<file path="src/esm_consts.svh">
// esm_consts.svh: offsets, codes and timing counts of the EDID source manager
// assumes a 100 MHz sys_clk_in; included by bare name
`ifndef ESM_CONSTS_SVH
`define ESM_CONSTS_SVH

`define ESM_DDC_ADDR 8'hA0
`define ESM_EDID_LAST 8'hFF
`define ESM_LOC_EEP_BYTES 32768
`define ESM_CLK_NS 10
`define ESM_BC_TMO_5M_NS 20000
`define ESM_BC_TMO_20M_NS 5000
`define ESM_RETRY_NS 100000
`define ESM_BC_TMO_5M_CYC ((`ESM_BC_TMO_5M_NS + `ESM_CLK_NS - 1) / `ESM_CLK_NS)
`define ESM_BC_TMO_20M_CYC ((`ESM_BC_TMO_20M_NS + `ESM_CLK_NS - 1) / `ESM_CLK_NS)
`define ESM_RETRY_CYC ((`ESM_RETRY_NS + `ESM_CLK_NS - 1) / `ESM_CLK_NS)
`define ESM_PIN_RST 6'h07
`define ESM_BOOT_LAST 3'h5
`define ESM_STRAP_CAP 3'h4

`endif

</file>
<file path="src/esm_pkg.sv">
// esm_pkg.sv: types of the EDID source manager
// assumes nothing beyond a SystemVerilog compiler
package esm_pkg;

  typedef enum logic [1:0] {
    ESM_SRC_LOCAL = 2'h0,
    ESM_SRC_SRAM = 2'h1,
    ESM_SRC_REMOTE = 2'h2,
    ESM_SRC_FUSE = 2'h3
  } esm_src_e;

  typedef enum logic [6:0] {
    ESM_ST_BOOT = 7'h01,
    ESM_ST_FUSE_RD = 7'h02,
    ESM_ST_FUSE_WR = 7'h04,
    ESM_ST_REM_REQ = 7'h08,
    ESM_ST_REM_WAIT = 7'h10,
    ESM_ST_REM_HOLD = 7'h20,
    ESM_ST_READY = 7'h40
  } esm_mgr_e;

  typedef enum logic [6:0] {
    ESM_SL_IDLE = 7'h01,
    ESM_SL_ADDR = 7'h02,
    ESM_SL_ACK_A = 7'h04,
    ESM_SL_WR = 7'h08,
    ESM_SL_ACK_W = 7'h10,
    ESM_SL_RD = 7'h20,
    ESM_SL_ACK_R = 7'h40
  } esm_slv_e;

endpackage : esm_pkg

</file>
<file path="src/esm_core_if.sv">
// esm_core_if.sv: links the manager, the EDID store and the DDC slave
// assumes all three sit on sys_clk_in
`timescale 1ns/1ps

interface esm_core_if;
  logic wr_en;
  logic [7:0] wr_addr;
  logic [7:0] wr_data;
  logic [7:0] ddc_addr;
  logic [7:0] ddc_data;
  logic [7:0] hst_addr;
  logic [7:0] hst_data;
  logic scl;
  logic sda;
  logic slv_en;
  logic match_any;
  logic sda_low;
  logic turn;

  modport mgr (output wr_en, wr_addr, wr_data, hst_addr, scl, sda, slv_en, match_any,
    input hst_data, sda_low, turn);
  modport ram (input wr_en, wr_addr, wr_data, ddc_addr, hst_addr, output ddc_data, hst_data);
  modport slv (input scl, sda, slv_en, match_any, ddc_data, output ddc_addr, sda_low, turn);
endinterface : esm_core_if

</file>
<file path="src/esm_edid_ram.sv">
// esm_edid_ram.sv: volatile EDID store, one write port, two registered read ports
// assumes the writer arbitrates; contents undefined until loaded
`timescale 1ns/1ps

module esm_edid_ram #(
  parameter int DEPTH = 256
) (
  input wire logic sys_clk_in,
  esm_core_if.ram mem
);

  logic [7:0] store [DEPTH];

  always_ff @(posedge sys_clk_in) begin
    if (mem.wr_en) begin
      store[mem.wr_addr] <= mem.wr_data;
    end
    mem.ddc_data <= store[mem.ddc_addr];
    mem.hst_data <= store[mem.hst_addr];
  end

endmodule : esm_edid_ram

</file>
<file path="src/esm_ddc_slave.sv">
// esm_ddc_slave.sv: DDC I2C slave tracking bus phases and serving store bytes
// assumes scl and sda already synchronised and filtered, line levels as seen on the wire
`timescale 1ns/1ps
`include "esm_consts.svh"

module esm_ddc_slave (
  input wire logic sys_clk_in,
  input wire logic rst_in,
  esm_core_if.slv bus
);

  localparam logic [7:0] DEV_ADDR = `ESM_DDC_ADDR;

  esm_pkg::esm_slv_e st_ff, nxt_st;
  logic [3:0] cnt_ff, nxt_cnt;
  logic [7:0] sh_ff, nxt_sh;
  logic [7:0] tx_ff, nxt_tx;
  logic [7:0] off_ff, nxt_off;
  logic rw_ff, nxt_rw;
  logic first_ff, nxt_first;
  logic scl_d_ff;
  logic sda_d_ff;

  wire scl_rise = bus.scl & ~scl_d_ff;
  wire scl_fall = ~bus.scl & scl_d_ff;
  wire start_det = bus.scl & scl_d_ff & sda_d_ff & ~bus.sda;
  wire stop_det = bus.scl & scl_d_ff & ~sda_d_ff & bus.sda;
  wire byte_done = (cnt_ff == 4'h8);
  wire addr_hit = bus.match_any | (sh_ff[7:1] == DEV_ADDR[7:1]);

  // *****************************
  // protocol tracking
  // *****************************
  always_comb begin
    nxt_st = st_ff;
    nxt_cnt = cnt_ff;
    nxt_sh = sh_ff;
    nxt_tx = tx_ff;
    nxt_off = off_ff;
    nxt_rw = rw_ff;
    nxt_first = first_ff;
    if (!bus.slv_en) begin
      nxt_st = esm_pkg::ESM_SL_IDLE;
    end else if (start_det) begin
      nxt_st = esm_pkg::ESM_SL_ADDR;
      nxt_cnt = 4'h0;
    end else if (stop_det) begin
      nxt_st = esm_pkg::ESM_SL_IDLE;
    end else if (scl_rise) begin
      nxt_sh = {sh_ff[6:0], bus.sda};
      nxt_cnt = cnt_ff + 4'h1;
    end else if (scl_fall) begin
      unique case (st_ff)
        esm_pkg::ESM_SL_IDLE: begin
        end
        esm_pkg::ESM_SL_ADDR: begin
          if (byte_done) begin
            nxt_rw = sh_ff[0];
            nxt_st = addr_hit ? esm_pkg::ESM_SL_ACK_A : esm_pkg::ESM_SL_IDLE;
          end
        end
        esm_pkg::ESM_SL_ACK_A: begin
          nxt_cnt = 4'h0;
          nxt_first = 1'b1;
          nxt_tx = bus.ddc_data;
          nxt_st = rw_ff ? esm_pkg::ESM_SL_RD : esm_pkg::ESM_SL_WR;
        end
        esm_pkg::ESM_SL_WR: begin
          if (byte_done) begin
            nxt_st = esm_pkg::ESM_SL_ACK_W;
            nxt_first = 1'b0;
            if (first_ff) begin
              nxt_off = sh_ff;
            end
          end
        end
        esm_pkg::ESM_SL_ACK_W: begin
          nxt_cnt = 4'h0;
          nxt_st = esm_pkg::ESM_SL_WR;
        end
        esm_pkg::ESM_SL_RD: begin
          if (byte_done) begin
            nxt_st = esm_pkg::ESM_SL_ACK_R;
            nxt_off = off_ff + 8'h01;
          end else begin
            nxt_tx = {tx_ff[6:0], 1'b1};
          end
        end
        esm_pkg::ESM_SL_ACK_R: begin
          nxt_cnt = 4'h0;
          nxt_tx = bus.ddc_data;
          nxt_st = sh_ff[0] ? esm_pkg::ESM_SL_IDLE : esm_pkg::ESM_SL_RD;
        end
      endcase
    end
  end

  always_ff @(posedge sys_clk_in) begin
    if (rst_in) begin
      st_ff <= esm_pkg::ESM_SL_IDLE;
      cnt_ff <= 4'h0;
      sh_ff <= 8'h00;
      tx_ff <= 8'hFF;
      off_ff <= 8'h00;
      rw_ff <= 1'b0;
      first_ff <= 1'b0;
      scl_d_ff <= 1'b1;
      sda_d_ff <= 1'b1;
    end else begin
      st_ff <= nxt_st;
      cnt_ff <= nxt_cnt;
      sh_ff <= nxt_sh;
      tx_ff <= nxt_tx;
      off_ff <= nxt_off;
      rw_ff <= nxt_rw;
      first_ff <= nxt_first;
      scl_d_ff <= bus.scl;
      sda_d_ff <= bus.sda;
    end
  end

  wire ack_slot = (st_ff == esm_pkg::ESM_SL_ACK_A) | (st_ff == esm_pkg::ESM_SL_ACK_W);
  wire rd_slot = (st_ff == esm_pkg::ESM_SL_RD);

  assign bus.turn = ack_slot | rd_slot;
  assign bus.sda_low = bus.slv_en & (ack_slot | (rd_slot & ~tx_ff[7]));
  assign bus.ddc_addr = off_ff;

endmodule : esm_ddc_slave

</file>
<file path="src/esm_edid_mgr.sv">
// esm_edid_mgr.sv: EDID source manager, top of the block
// assumes fuse macro, back-channel transport and register file outside on sys_clk_in
// How it works
// - DDC slave answers at address 0xA0 in SRAM, remote and fuse modes; in local mode it tracks every address.
// - Source comes from strap pins, or from the override control when enabled.
// - Local EEPROM mode bridges DDC to the EEPROM, so any size up to 32KB works.
// - 256-byte volatile store; in SRAM mode an outside master loads it before use.
// - Store can be rewritten through the host port while hst_ready_out is high, and read back anytime.
// - Remote mode reads address 0xA0 over the back channel on its own.
// - Once the remote EEPROM answers, all 256 bytes are copied into the store.
// - Fuse mode copies the 256-byte fused image into the store at start-up.
// - Fuse mode serves DDC reads from the store holding that image.
// - Hot-plug held low until ready with +5 V present, then released to the pull-up.
// - Back-channel frames carry I2C, CRC and 4 GPIO bits at 5 or 20 Mbps.
`timescale 1ns/1ps
`include "esm_consts.svh"

module esm_edid_mgr #(
  parameter int unsigned RETRY_CYC = `ESM_RETRY_CYC
) (
  input wire logic sys_clk_in,
  input wire logic rst_in,
  input wire logic pwr5v_in,
  output logic hpd_out,
  output logic hpd_oe_out,
  input wire logic ddc_scl_in,
  input wire logic ddc_sda_in,
  output logic ddc_sda_out,
  output logic ddc_sda_oe_out,
  output logic eep_scl_out,
  output logic eep_scl_oe_out,
  input wire logic eep_sda_in,
  output logic eep_sda_out,
  output logic eep_sda_oe_out,
  input wire logic [1:0] src_strap_in,
  input wire logic src_ovr_en_in,
  input wire logic [1:0] src_ovr_in,
  input wire logic hst_wr_in,
  input wire logic hst_rd_in,
  input wire logic [7:0] hst_addr_in,
  input wire logic [7:0] hst_wdata_in,
  input wire logic hst_load_done_in,
  output logic hst_ready_out,
  output logic [7:0] hst_rdata_out,
  output logic hst_rvalid_out,
  output logic [7:0] fuse_addr_out,
  input wire logic [7:0] fuse_data_in,
  output logic bc_req_valid_out,
  input wire logic bc_req_ready_in,
  output logic [7:0] bc_req_dev_out,
  output logic [7:0] bc_req_off_out,
  input wire logic bc_rsp_valid_in,
  input wire logic bc_rsp_nack_in,
  input wire logic [7:0] bc_rsp_data_in,
  input wire logic bc_frm_valid_in,
  input wire logic bc_frm_crc_err_in,
  input wire logic [3:0] bc_frm_gpio_in,
  input wire logic bc_fast_in,
  output logic [3:0] gpio_out,
  output logic [1:0] src_mode_out,
  output logic edid_ready_out
);

  localparam int PIN_W = 6;
  localparam logic [7:0] LAST_IDX = `ESM_EDID_LAST;

  // *****************************
  // pin synchronisers
  // *****************************
  // bit order: strap[1:0], pwr5v, eep sda, ddc sda, ddc scl
  logic [PIN_W-1:0] s1_ff;
  logic [PIN_W-1:0] s2_ff;
  logic [PIN_W-1:0] s3_ff;
  logic [PIN_W-1:0] lvl_ff;
  wire [PIN_W-1:0] pin_raw = {src_strap_in, pwr5v_in, eep_sda_in, ddc_sda_in, ddc_scl_in};
  wire [PIN_W-1:0] nxt_lvl = (s2_ff & s3_ff) | (lvl_ff & ~(s2_ff ^ s3_ff));

  always_ff @(posedge sys_clk_in) begin
    if (rst_in) begin
      s1_ff <= `ESM_PIN_RST;
      s2_ff <= `ESM_PIN_RST;
      s3_ff <= `ESM_PIN_RST;
      lvl_ff <= `ESM_PIN_RST;
    end else begin
      s1_ff <= pin_raw;
      s2_ff <= s1_ff;
      s3_ff <= s2_ff;
      lvl_ff <= nxt_lvl;
    end
  end

  wire scl_lvl = lvl_ff[0];
  wire sda_lvl = lvl_ff[1];
  wire eep_sda_lvl = lvl_ff[2];
  wire pwr_lvl = lvl_ff[3];

  // *****************************
  // source selection
  // *****************************
  logic [2:0] boot_cnt_ff;
  logic [1:0] strap_ff;
  esm_pkg::esm_src_e mode_ff;
  esm_pkg::esm_src_e nxt_mode;
  esm_pkg::esm_mgr_e st_ff;
  esm_pkg::esm_mgr_e nxt_st;

  wire boot_done = (boot_cnt_ff == `ESM_BOOT_LAST);
  wire [1:0] sel_raw = src_ovr_en_in ? src_ovr_in : strap_ff;
  wire esm_pkg::esm_src_e sel_mode = esm_pkg::esm_src_e'(sel_raw);
  wire mode_chg = (st_ff != esm_pkg::ESM_ST_BOOT) & (sel_mode != mode_ff);
  wire is_local = (mode_ff == esm_pkg::ESM_SRC_LOCAL);

  // strap caught once the filtered level has settled, one cycle before boot ends
  always_ff @(posedge sys_clk_in) begin
    if (rst_in) begin
      boot_cnt_ff <= 3'h0;
      strap_ff <= 2'h0;
    end else begin
      if (!boot_done) begin
        boot_cnt_ff <= boot_cnt_ff + 3'h1;
      end
      if (boot_cnt_ff == `ESM_STRAP_CAP) begin
        strap_ff <= lvl_ff[5:4];
      end
    end
  end

  // *****************************
  // copy engine
  // *****************************
  logic [7:0] idx_ff;
  logic [7:0] nxt_idx;
  logic [15:0] wait_ff;
  logic [15:0] nxt_wait;
  logic loaded_ff;

  wire [15:0] tmo_lim = bc_fast_in ? 16'(`ESM_BC_TMO_20M_CYC) : 16'(`ESM_BC_TMO_5M_CYC);
  wire [15:0] hold_lim = 16'(RETRY_CYC - 1);
  wire rsp_good = bc_rsp_valid_in & ~bc_rsp_nack_in & ~bc_frm_crc_err_in;
  wire rsp_bad = bc_rsp_valid_in & ~rsp_good;
  wire idx_last = (idx_ff == LAST_IDX);
  wire fuse_wr = (st_ff == esm_pkg::ESM_ST_FUSE_WR);
  wire rem_wr = (st_ff == esm_pkg::ESM_ST_REM_WAIT) & rsp_good;
  wire copy_wr = fuse_wr | rem_wr;

  always_comb begin
    nxt_st = st_ff;
    nxt_mode = mode_ff;
    nxt_idx = idx_ff;
    nxt_wait = wait_ff;
    if (mode_chg) begin
      nxt_st = esm_pkg::ESM_ST_BOOT;
    end else begin
      unique case (st_ff)
        esm_pkg::ESM_ST_BOOT: begin
          if (boot_done) begin
            nxt_mode = sel_mode;
            nxt_idx = 8'h00;
            nxt_wait = 16'h0000;
            unique case (sel_mode)
              esm_pkg::ESM_SRC_FUSE: nxt_st = esm_pkg::ESM_ST_FUSE_RD;
              esm_pkg::ESM_SRC_REMOTE: nxt_st = esm_pkg::ESM_ST_REM_REQ;
              esm_pkg::ESM_SRC_LOCAL,
              esm_pkg::ESM_SRC_SRAM: nxt_st = esm_pkg::ESM_ST_READY;
            endcase
          end
        end
        esm_pkg::ESM_ST_FUSE_RD: begin
          nxt_st = esm_pkg::ESM_ST_FUSE_WR;
        end
        esm_pkg::ESM_ST_FUSE_WR: begin
          nxt_idx = idx_ff + 8'h01;
          nxt_st = idx_last ? esm_pkg::ESM_ST_READY : esm_pkg::ESM_ST_FUSE_RD;
        end
        esm_pkg::ESM_ST_REM_REQ: begin
          nxt_wait = 16'h0000;
          if (bc_req_ready_in) begin
            nxt_st = esm_pkg::ESM_ST_REM_WAIT;
          end
        end
        esm_pkg::ESM_ST_REM_WAIT: begin
          nxt_wait = wait_ff + 16'h0001;
          if (rsp_good) begin
            nxt_idx = idx_ff + 8'h01;
            nxt_st = idx_last ? esm_pkg::ESM_ST_READY : esm_pkg::ESM_ST_REM_REQ;
          end else if (rsp_bad || wait_ff == tmo_lim) begin
            nxt_wait = 16'h0000;
            nxt_st = esm_pkg::ESM_ST_REM_HOLD;
          end
        end
        esm_pkg::ESM_ST_REM_HOLD: begin
          nxt_wait = wait_ff + 16'h0001;
          if (wait_ff == hold_lim) begin
            nxt_st = esm_pkg::ESM_ST_REM_REQ;
          end
        end
        esm_pkg::ESM_ST_READY: begin
        end
      endcase
    end
  end

  always_ff @(posedge sys_clk_in) begin
    if (rst_in) begin
      st_ff <= esm_pkg::ESM_ST_BOOT;
      mode_ff <= esm_pkg::ESM_SRC_LOCAL;
      idx_ff <= 8'h00;
      wait_ff <= 16'h0000;
    end else begin
      st_ff <= nxt_st;
      mode_ff <= nxt_mode;
      idx_ff <= nxt_idx;
      wait_ff <= nxt_wait;
    end
  end

  // store counts as loaded once the outside master says so; set beats clear
  always_ff @(posedge sys_clk_in) begin
    if (rst_in) begin
      loaded_ff <= 1'b0;
    end else if (hst_load_done_in) begin
      loaded_ff <= 1'b1;
    end else if (st_ff == esm_pkg::ESM_ST_BOOT) begin
      loaded_ff <= 1'b0;
    end
  end

  // *****************************
  // store and DDC slave
  // *****************************
  esm_core_if core_if ();

  assign core_if.wr_en = copy_wr | hst_wr_in;
  assign core_if.wr_addr = copy_wr ? idx_ff : hst_addr_in;
  assign core_if.wr_data = fuse_wr ? fuse_data_in : (rem_wr ? bc_rsp_data_in : hst_wdata_in);
  assign core_if.hst_addr = hst_addr_in;
  assign core_if.scl = scl_lvl;
  assign core_if.sda = sda_lvl;
  assign core_if.match_any = is_local;
  assign core_if.slv_en = pwr_lvl & edid_ready_out;

  esm_edid_ram #(
    .DEPTH(256)
  ) u_ram (
    .sys_clk_in(sys_clk_in),
    .mem(core_if.ram)
  );

  esm_ddc_slave u_slave (
    .sys_clk_in(sys_clk_in),
    .rst_in(rst_in),
    .bus(core_if.slv)
  );

  // *****************************
  // outputs
  // *****************************
  logic rvalid_ff;
  logic [3:0] gpio_ff;

  always_ff @(posedge sys_clk_in) begin
    if (rst_in) begin
      rvalid_ff <= 1'b0;
      gpio_ff <= 4'h0;
    end else begin
      rvalid_ff <= hst_rd_in;
      if (bc_frm_valid_in && !bc_frm_crc_err_in) begin
        gpio_ff <= bc_frm_gpio_in;
      end
    end
  end

  wire sram_wait = (mode_ff == esm_pkg::ESM_SRC_SRAM) & ~loaded_ff;

  assign edid_ready_out = (st_ff == esm_pkg::ESM_ST_READY) & ~sram_wait;
  assign hpd_out = 1'b0;
  assign hpd_oe_out = ~(pwr_lvl & edid_ready_out);
  assign ddc_sda_out = 1'b0;
  // local mode: DDC and EEPROM bridged, direction taken from the tracked bus phase
  assign ddc_sda_oe_out = is_local ? (core_if.turn & ~eep_sda_lvl & core_if.slv_en)
                                   : core_if.sda_low;
  assign eep_scl_out = 1'b0;
  assign eep_scl_oe_out = is_local & core_if.slv_en & ~scl_lvl;
  assign eep_sda_out = 1'b0;
  assign eep_sda_oe_out = is_local & core_if.slv_en & ~core_if.turn & ~sda_lvl;
  assign hst_ready_out = ~copy_wr;
  assign hst_rdata_out = core_if.hst_data;
  assign hst_rvalid_out = rvalid_ff;
  assign fuse_addr_out = idx_ff;
  assign bc_req_valid_out = (st_ff == esm_pkg::ESM_ST_REM_REQ);
  assign bc_req_dev_out = `ESM_DDC_ADDR;
  assign bc_req_off_out = idx_ff;
  assign gpio_out = gpio_ff;
  assign src_mode_out = mode_ff;

endmodule : esm_edid_mgr

</file>
<file path="config.mk">
export PLATFORM = sky130hd
export DESIGN_NAME = esm_edid_mgr
export DESIGN_NICKNAME = d
export VERILOG_FILES = /design/src/esm_pkg.sv /design/src/esm_core_if.sv /design/src/esm_edid_ram.sv /design/src/esm_ddc_slave.sv /design/src/esm_edid_mgr.sv
export VERILOG_INCLUDE_DIRS = /design/src
export SDC_FILE = /design/constraint.sdc
export NUM_CORES = 2
export LEC_CHECK = 0
export BUFFER_PORTS_ARGS = -buffer_cell sky130_fd_sc_hd__buf_2
export CAP_MARGIN = 20
export CORE_MARGIN = 3
export CORE_UTILIZATION = 65
export CTS_CLUSTER_SIZE = 20
export DETAILED_ROUTE_END_ITERATION = 8
export HOLD_SLACK_MARGIN = 0.06
export PLACE_DENSITY_LB_ADDON = 0.1
export SLEW_MARGIN = 20
export SYNTH_ARGS = -nofsm -noshare
export SYNTH_HDL_FRONTEND = slang
export SYNTH_SLANG_ARGS = --single-unit
</file>
<file path="constraint.sdc">
create_clock -name sys_clk_in -period 25.8 [get_ports sys_clk_in]
set_input_delay 5.16 -clock sys_clk_in [delete_from_list [all_inputs] [get_ports sys_clk_in]]
set_output_delay 5.16 -clock sys_clk_in [all_outputs]
set_load 0.02 [all_outputs]
</file>
==> impl_metrics.tcl <==
set metrics [dict create \
    start_kind "primary input" \
    cts_tree "built" \
    drt_pass1_iterations 7 \
    coreArea_sq_um 155000 \
    final_nets 5716 \
    syn_inst 5601 \
    gp_congestion 0.945 \
    clockBufferDepth 3 \
    synth.top_cells.by_area "edfxtp_1 (61%), mux4_2 (23%), mux2i_1 (3.3%)" \
    viasPerCell 7.89 \
    critPathKind "primary input to output pin" \
    dr_total_vias 62300 \
    io_pins 106 \
    drive_gt1_frac 0.297 \
    num-fill-cells 9312 \
    status "complete, no violations" \
    fin_setup_tns_ns 0 \
    post-route-period-util 0.483 \
    crit_chain "buf_2, nor3b_2, a21oi_1, nor2_2, inv_1, buf_2" \
    clk_latency_ns 0.87 \
    syn-cell-area_sq_um 102000 \
    crit_path_max_incr_delay_ns 0.75 \
    rows 144 \
    power.leakage_nw 34.0 \
    drt.antenna.violating_nets 0 \
    postLayoutCoreUtil 0.720 \
    numPortBuffers 93 \
    synth_seq_cells 2171 \
    tightest_slew_ns 1.19 \
    htree_levels 4 \
    finalSetupViolations 0 \
    maxSlewHeadroom 0.205 \
    yosys_warnings 0 \
    overflow 0 \
    intPower_w 0.00580 \
    hold_class "flip-flop to flip-flop" \
    hold_viol 0 \
    ir_drop_mv 0.0747 \
    power_frac_clock 0.426 \
    finalCriticalPeriod_ns 12.45 \
    cts_setup_buffers 0 \
    switching_share 0.217 \
    numClockSinks 2171 \
    power_frac_comb 0.050 \
    synth-seq-area-share 0.629 \
    p_switching_w 0.00161 \
    cp_common_cell "buf_2" \
    rsz0062_at_grt "no" \
    die_area_sq_um 161000 \
    synth_top_cell_by_area "edfxtp_1" \
    cp_max_fo 26 \
    crit_arrival_ns 7.29 \
    end_kind "output pin" \
    path_clk_slew_ns 0.06 \
    initial_utilization 0.657 \
    total_power_w 0.00741 \
    cp.required_ns 20.64 \
    antenna_found_initial 18 \
    seq_power_share 0.523 \
    yosys.cell_count.top_type "edfxtp_1" \
    die_h_um 401 \
    drv_slew 0 \
    grt_max_degree 245 \
    drt_drc_violations_left 0 \
    cts_buffers 215 \
    cts_resized 0 \
    syn2layout_area_growth_pct 9.64 \
    fmax_mhz 80.3 \
    synth-main-ff-cell "edfxtp_1" \
    cts_hold_buffers 0 \
    power_density_nw_per_um2 66.5 \
    async_flop_share 0 \
    globalRouteTotalUtil 0.398 \
    syn_avg_cell_area_sq_um 18.1 \
    root_buffer "clkbuf_16" \
    die_w_um 401 \
    drt_iter0_drc 10400 \
    synth_cell_types 85 \
    grt_pass1_wl_um 449000 \
    routedWlPerCell_um 40.3 \
    synth_edf_count 2048 \
    maxCapViolations 0 \
    synth.top_cell.area_share 0.605 \
    grt_pass1_vias 60700 \
    synth_common_cells "edfxtp_1 (2048), mux4_2 (1027), nor2_1 (385)" \
    dpl.hpwl_um 200000 \
    wirelength_um 319000 \
    cpMaxStageDelayCell "nor2_2" \
    finalClockSkew_ns 0.0531 \
]
final timing paths:
check,startpoint,end,slack (ns),depth (start not counted)
worst max-delay path,bc_rsp_nack_in,hst_ready_out,13.35,6
worst min-delay path,s1_ff[2],s2_ff[2],0.43,1
worst max register to register,u_slave.bus.ddc_addr[0],u_ram.mem.ddc_data[0],19.71,8
worst min register to register,s1_ff[2],s2_ff[2],0.43,1
critical path: cells and delay by family:
family	cells	cell delay, ns
and+or+nand+nor	2	1.13
buffers and inverters	3	0.68
AOI/OAI and AO/OA	1	0.31
area by class of cell:
type / instances / area [sq um] / share of cell area
diodes: 25 / 62.6 / 0.000562
clock buffers: 260 / 5700 / 0.0512
clock inverters: 145 / 1350 / 0.0121
inverters: 28 / 108 / 0.000966
multi-input cells: 2962 / 35700 / 0.320
flip-flops and latches: 2171 / 64000 / 0.574
well taps: 2044 / 2560 / 0.0230
repair buffers: 267 / 1970 / 0.0176
logic make-up after synthesis:
logic type,share of synthesized area
AOI/OAI and AO/OA,0.0433
xor gates and xnor gates,0.00172
adders and majority gates,0.00185
buffers and inverters,0.0219
DFF,0.629
muxes,0.262
other,0.0000739
and+or+nand+nor,0.0400
routing by layer:
layer | track usage | vias up | part of all wire
met2 | 0.585 | 5410 | 0.45
met4 | 0.236 | 14 | 0.070
met1 | 0.521 | 32000 | 0.33
met3 | 0.136 | 1122 | 0.15
met5 | 0.0122 | - | 0.00089
li1 | - | 23700 | -
cells in the final DEF (no fill, tap or decap), drive strengths merged, types with 45 or more instances in the layout:
| cell type | n |
|---|---|
| nor2 | 387 |
| mux2i | 336 |
| clkinv | 105 |
| a21oi | 179 |
| edfxtp | 2048 |
| nand2 | 194 |
| o22ai | 55 |
| nand3 | 63 |
| mux4 | 1027 |
| a221oi | 48 |
| clkbuf | 261 |
| o21ai | 86 |
| buf | 266 |
| a22oi | 95 |
| nor3 | 45 |
| dfxtp | 123 |
power by group through the flow:
stage	sequential (W)	clock, W	combinational (W)
finish	0.00388	0.00316	0.000374
global route	0.00388	0.00331	0.000385
CTS	0.00388	0.00316	0.000365
detailed placement	0.00395	0	0.000364
global placement	0.00395	0	0.000359
floorplan	0.00399	0	0.000238
per-stage QoR:
stage	instance area, sq um	cells	hold WS (ns)	setup slack, ns
floorplan	102000	5611	0.389	7.79
detailed placement	104000	7471	0.416	13.42
finish	111000	7902	0.428	13.35
global placement	104000	7469	0.400	13.49
CTS	111000	7876	0.436	13.42
global route	111000	7879	0.434	13.19
flip-flops by register name (all words and copies together), names as in the netlist, 7 cells and up:
register              count
u_ram.mem.hst_data        8
st_ff                     7
u_slave.tx_ff             8
u_slave.st_ff             7
u_slave.sh_ff             8
u_ram.store            2048
wait_ff                  16
u_ram.mem.ddc_data        8
bc_req_off_out            8
u_slave.bus.ddc_addr      8
(Power assumes the default switching activity.)
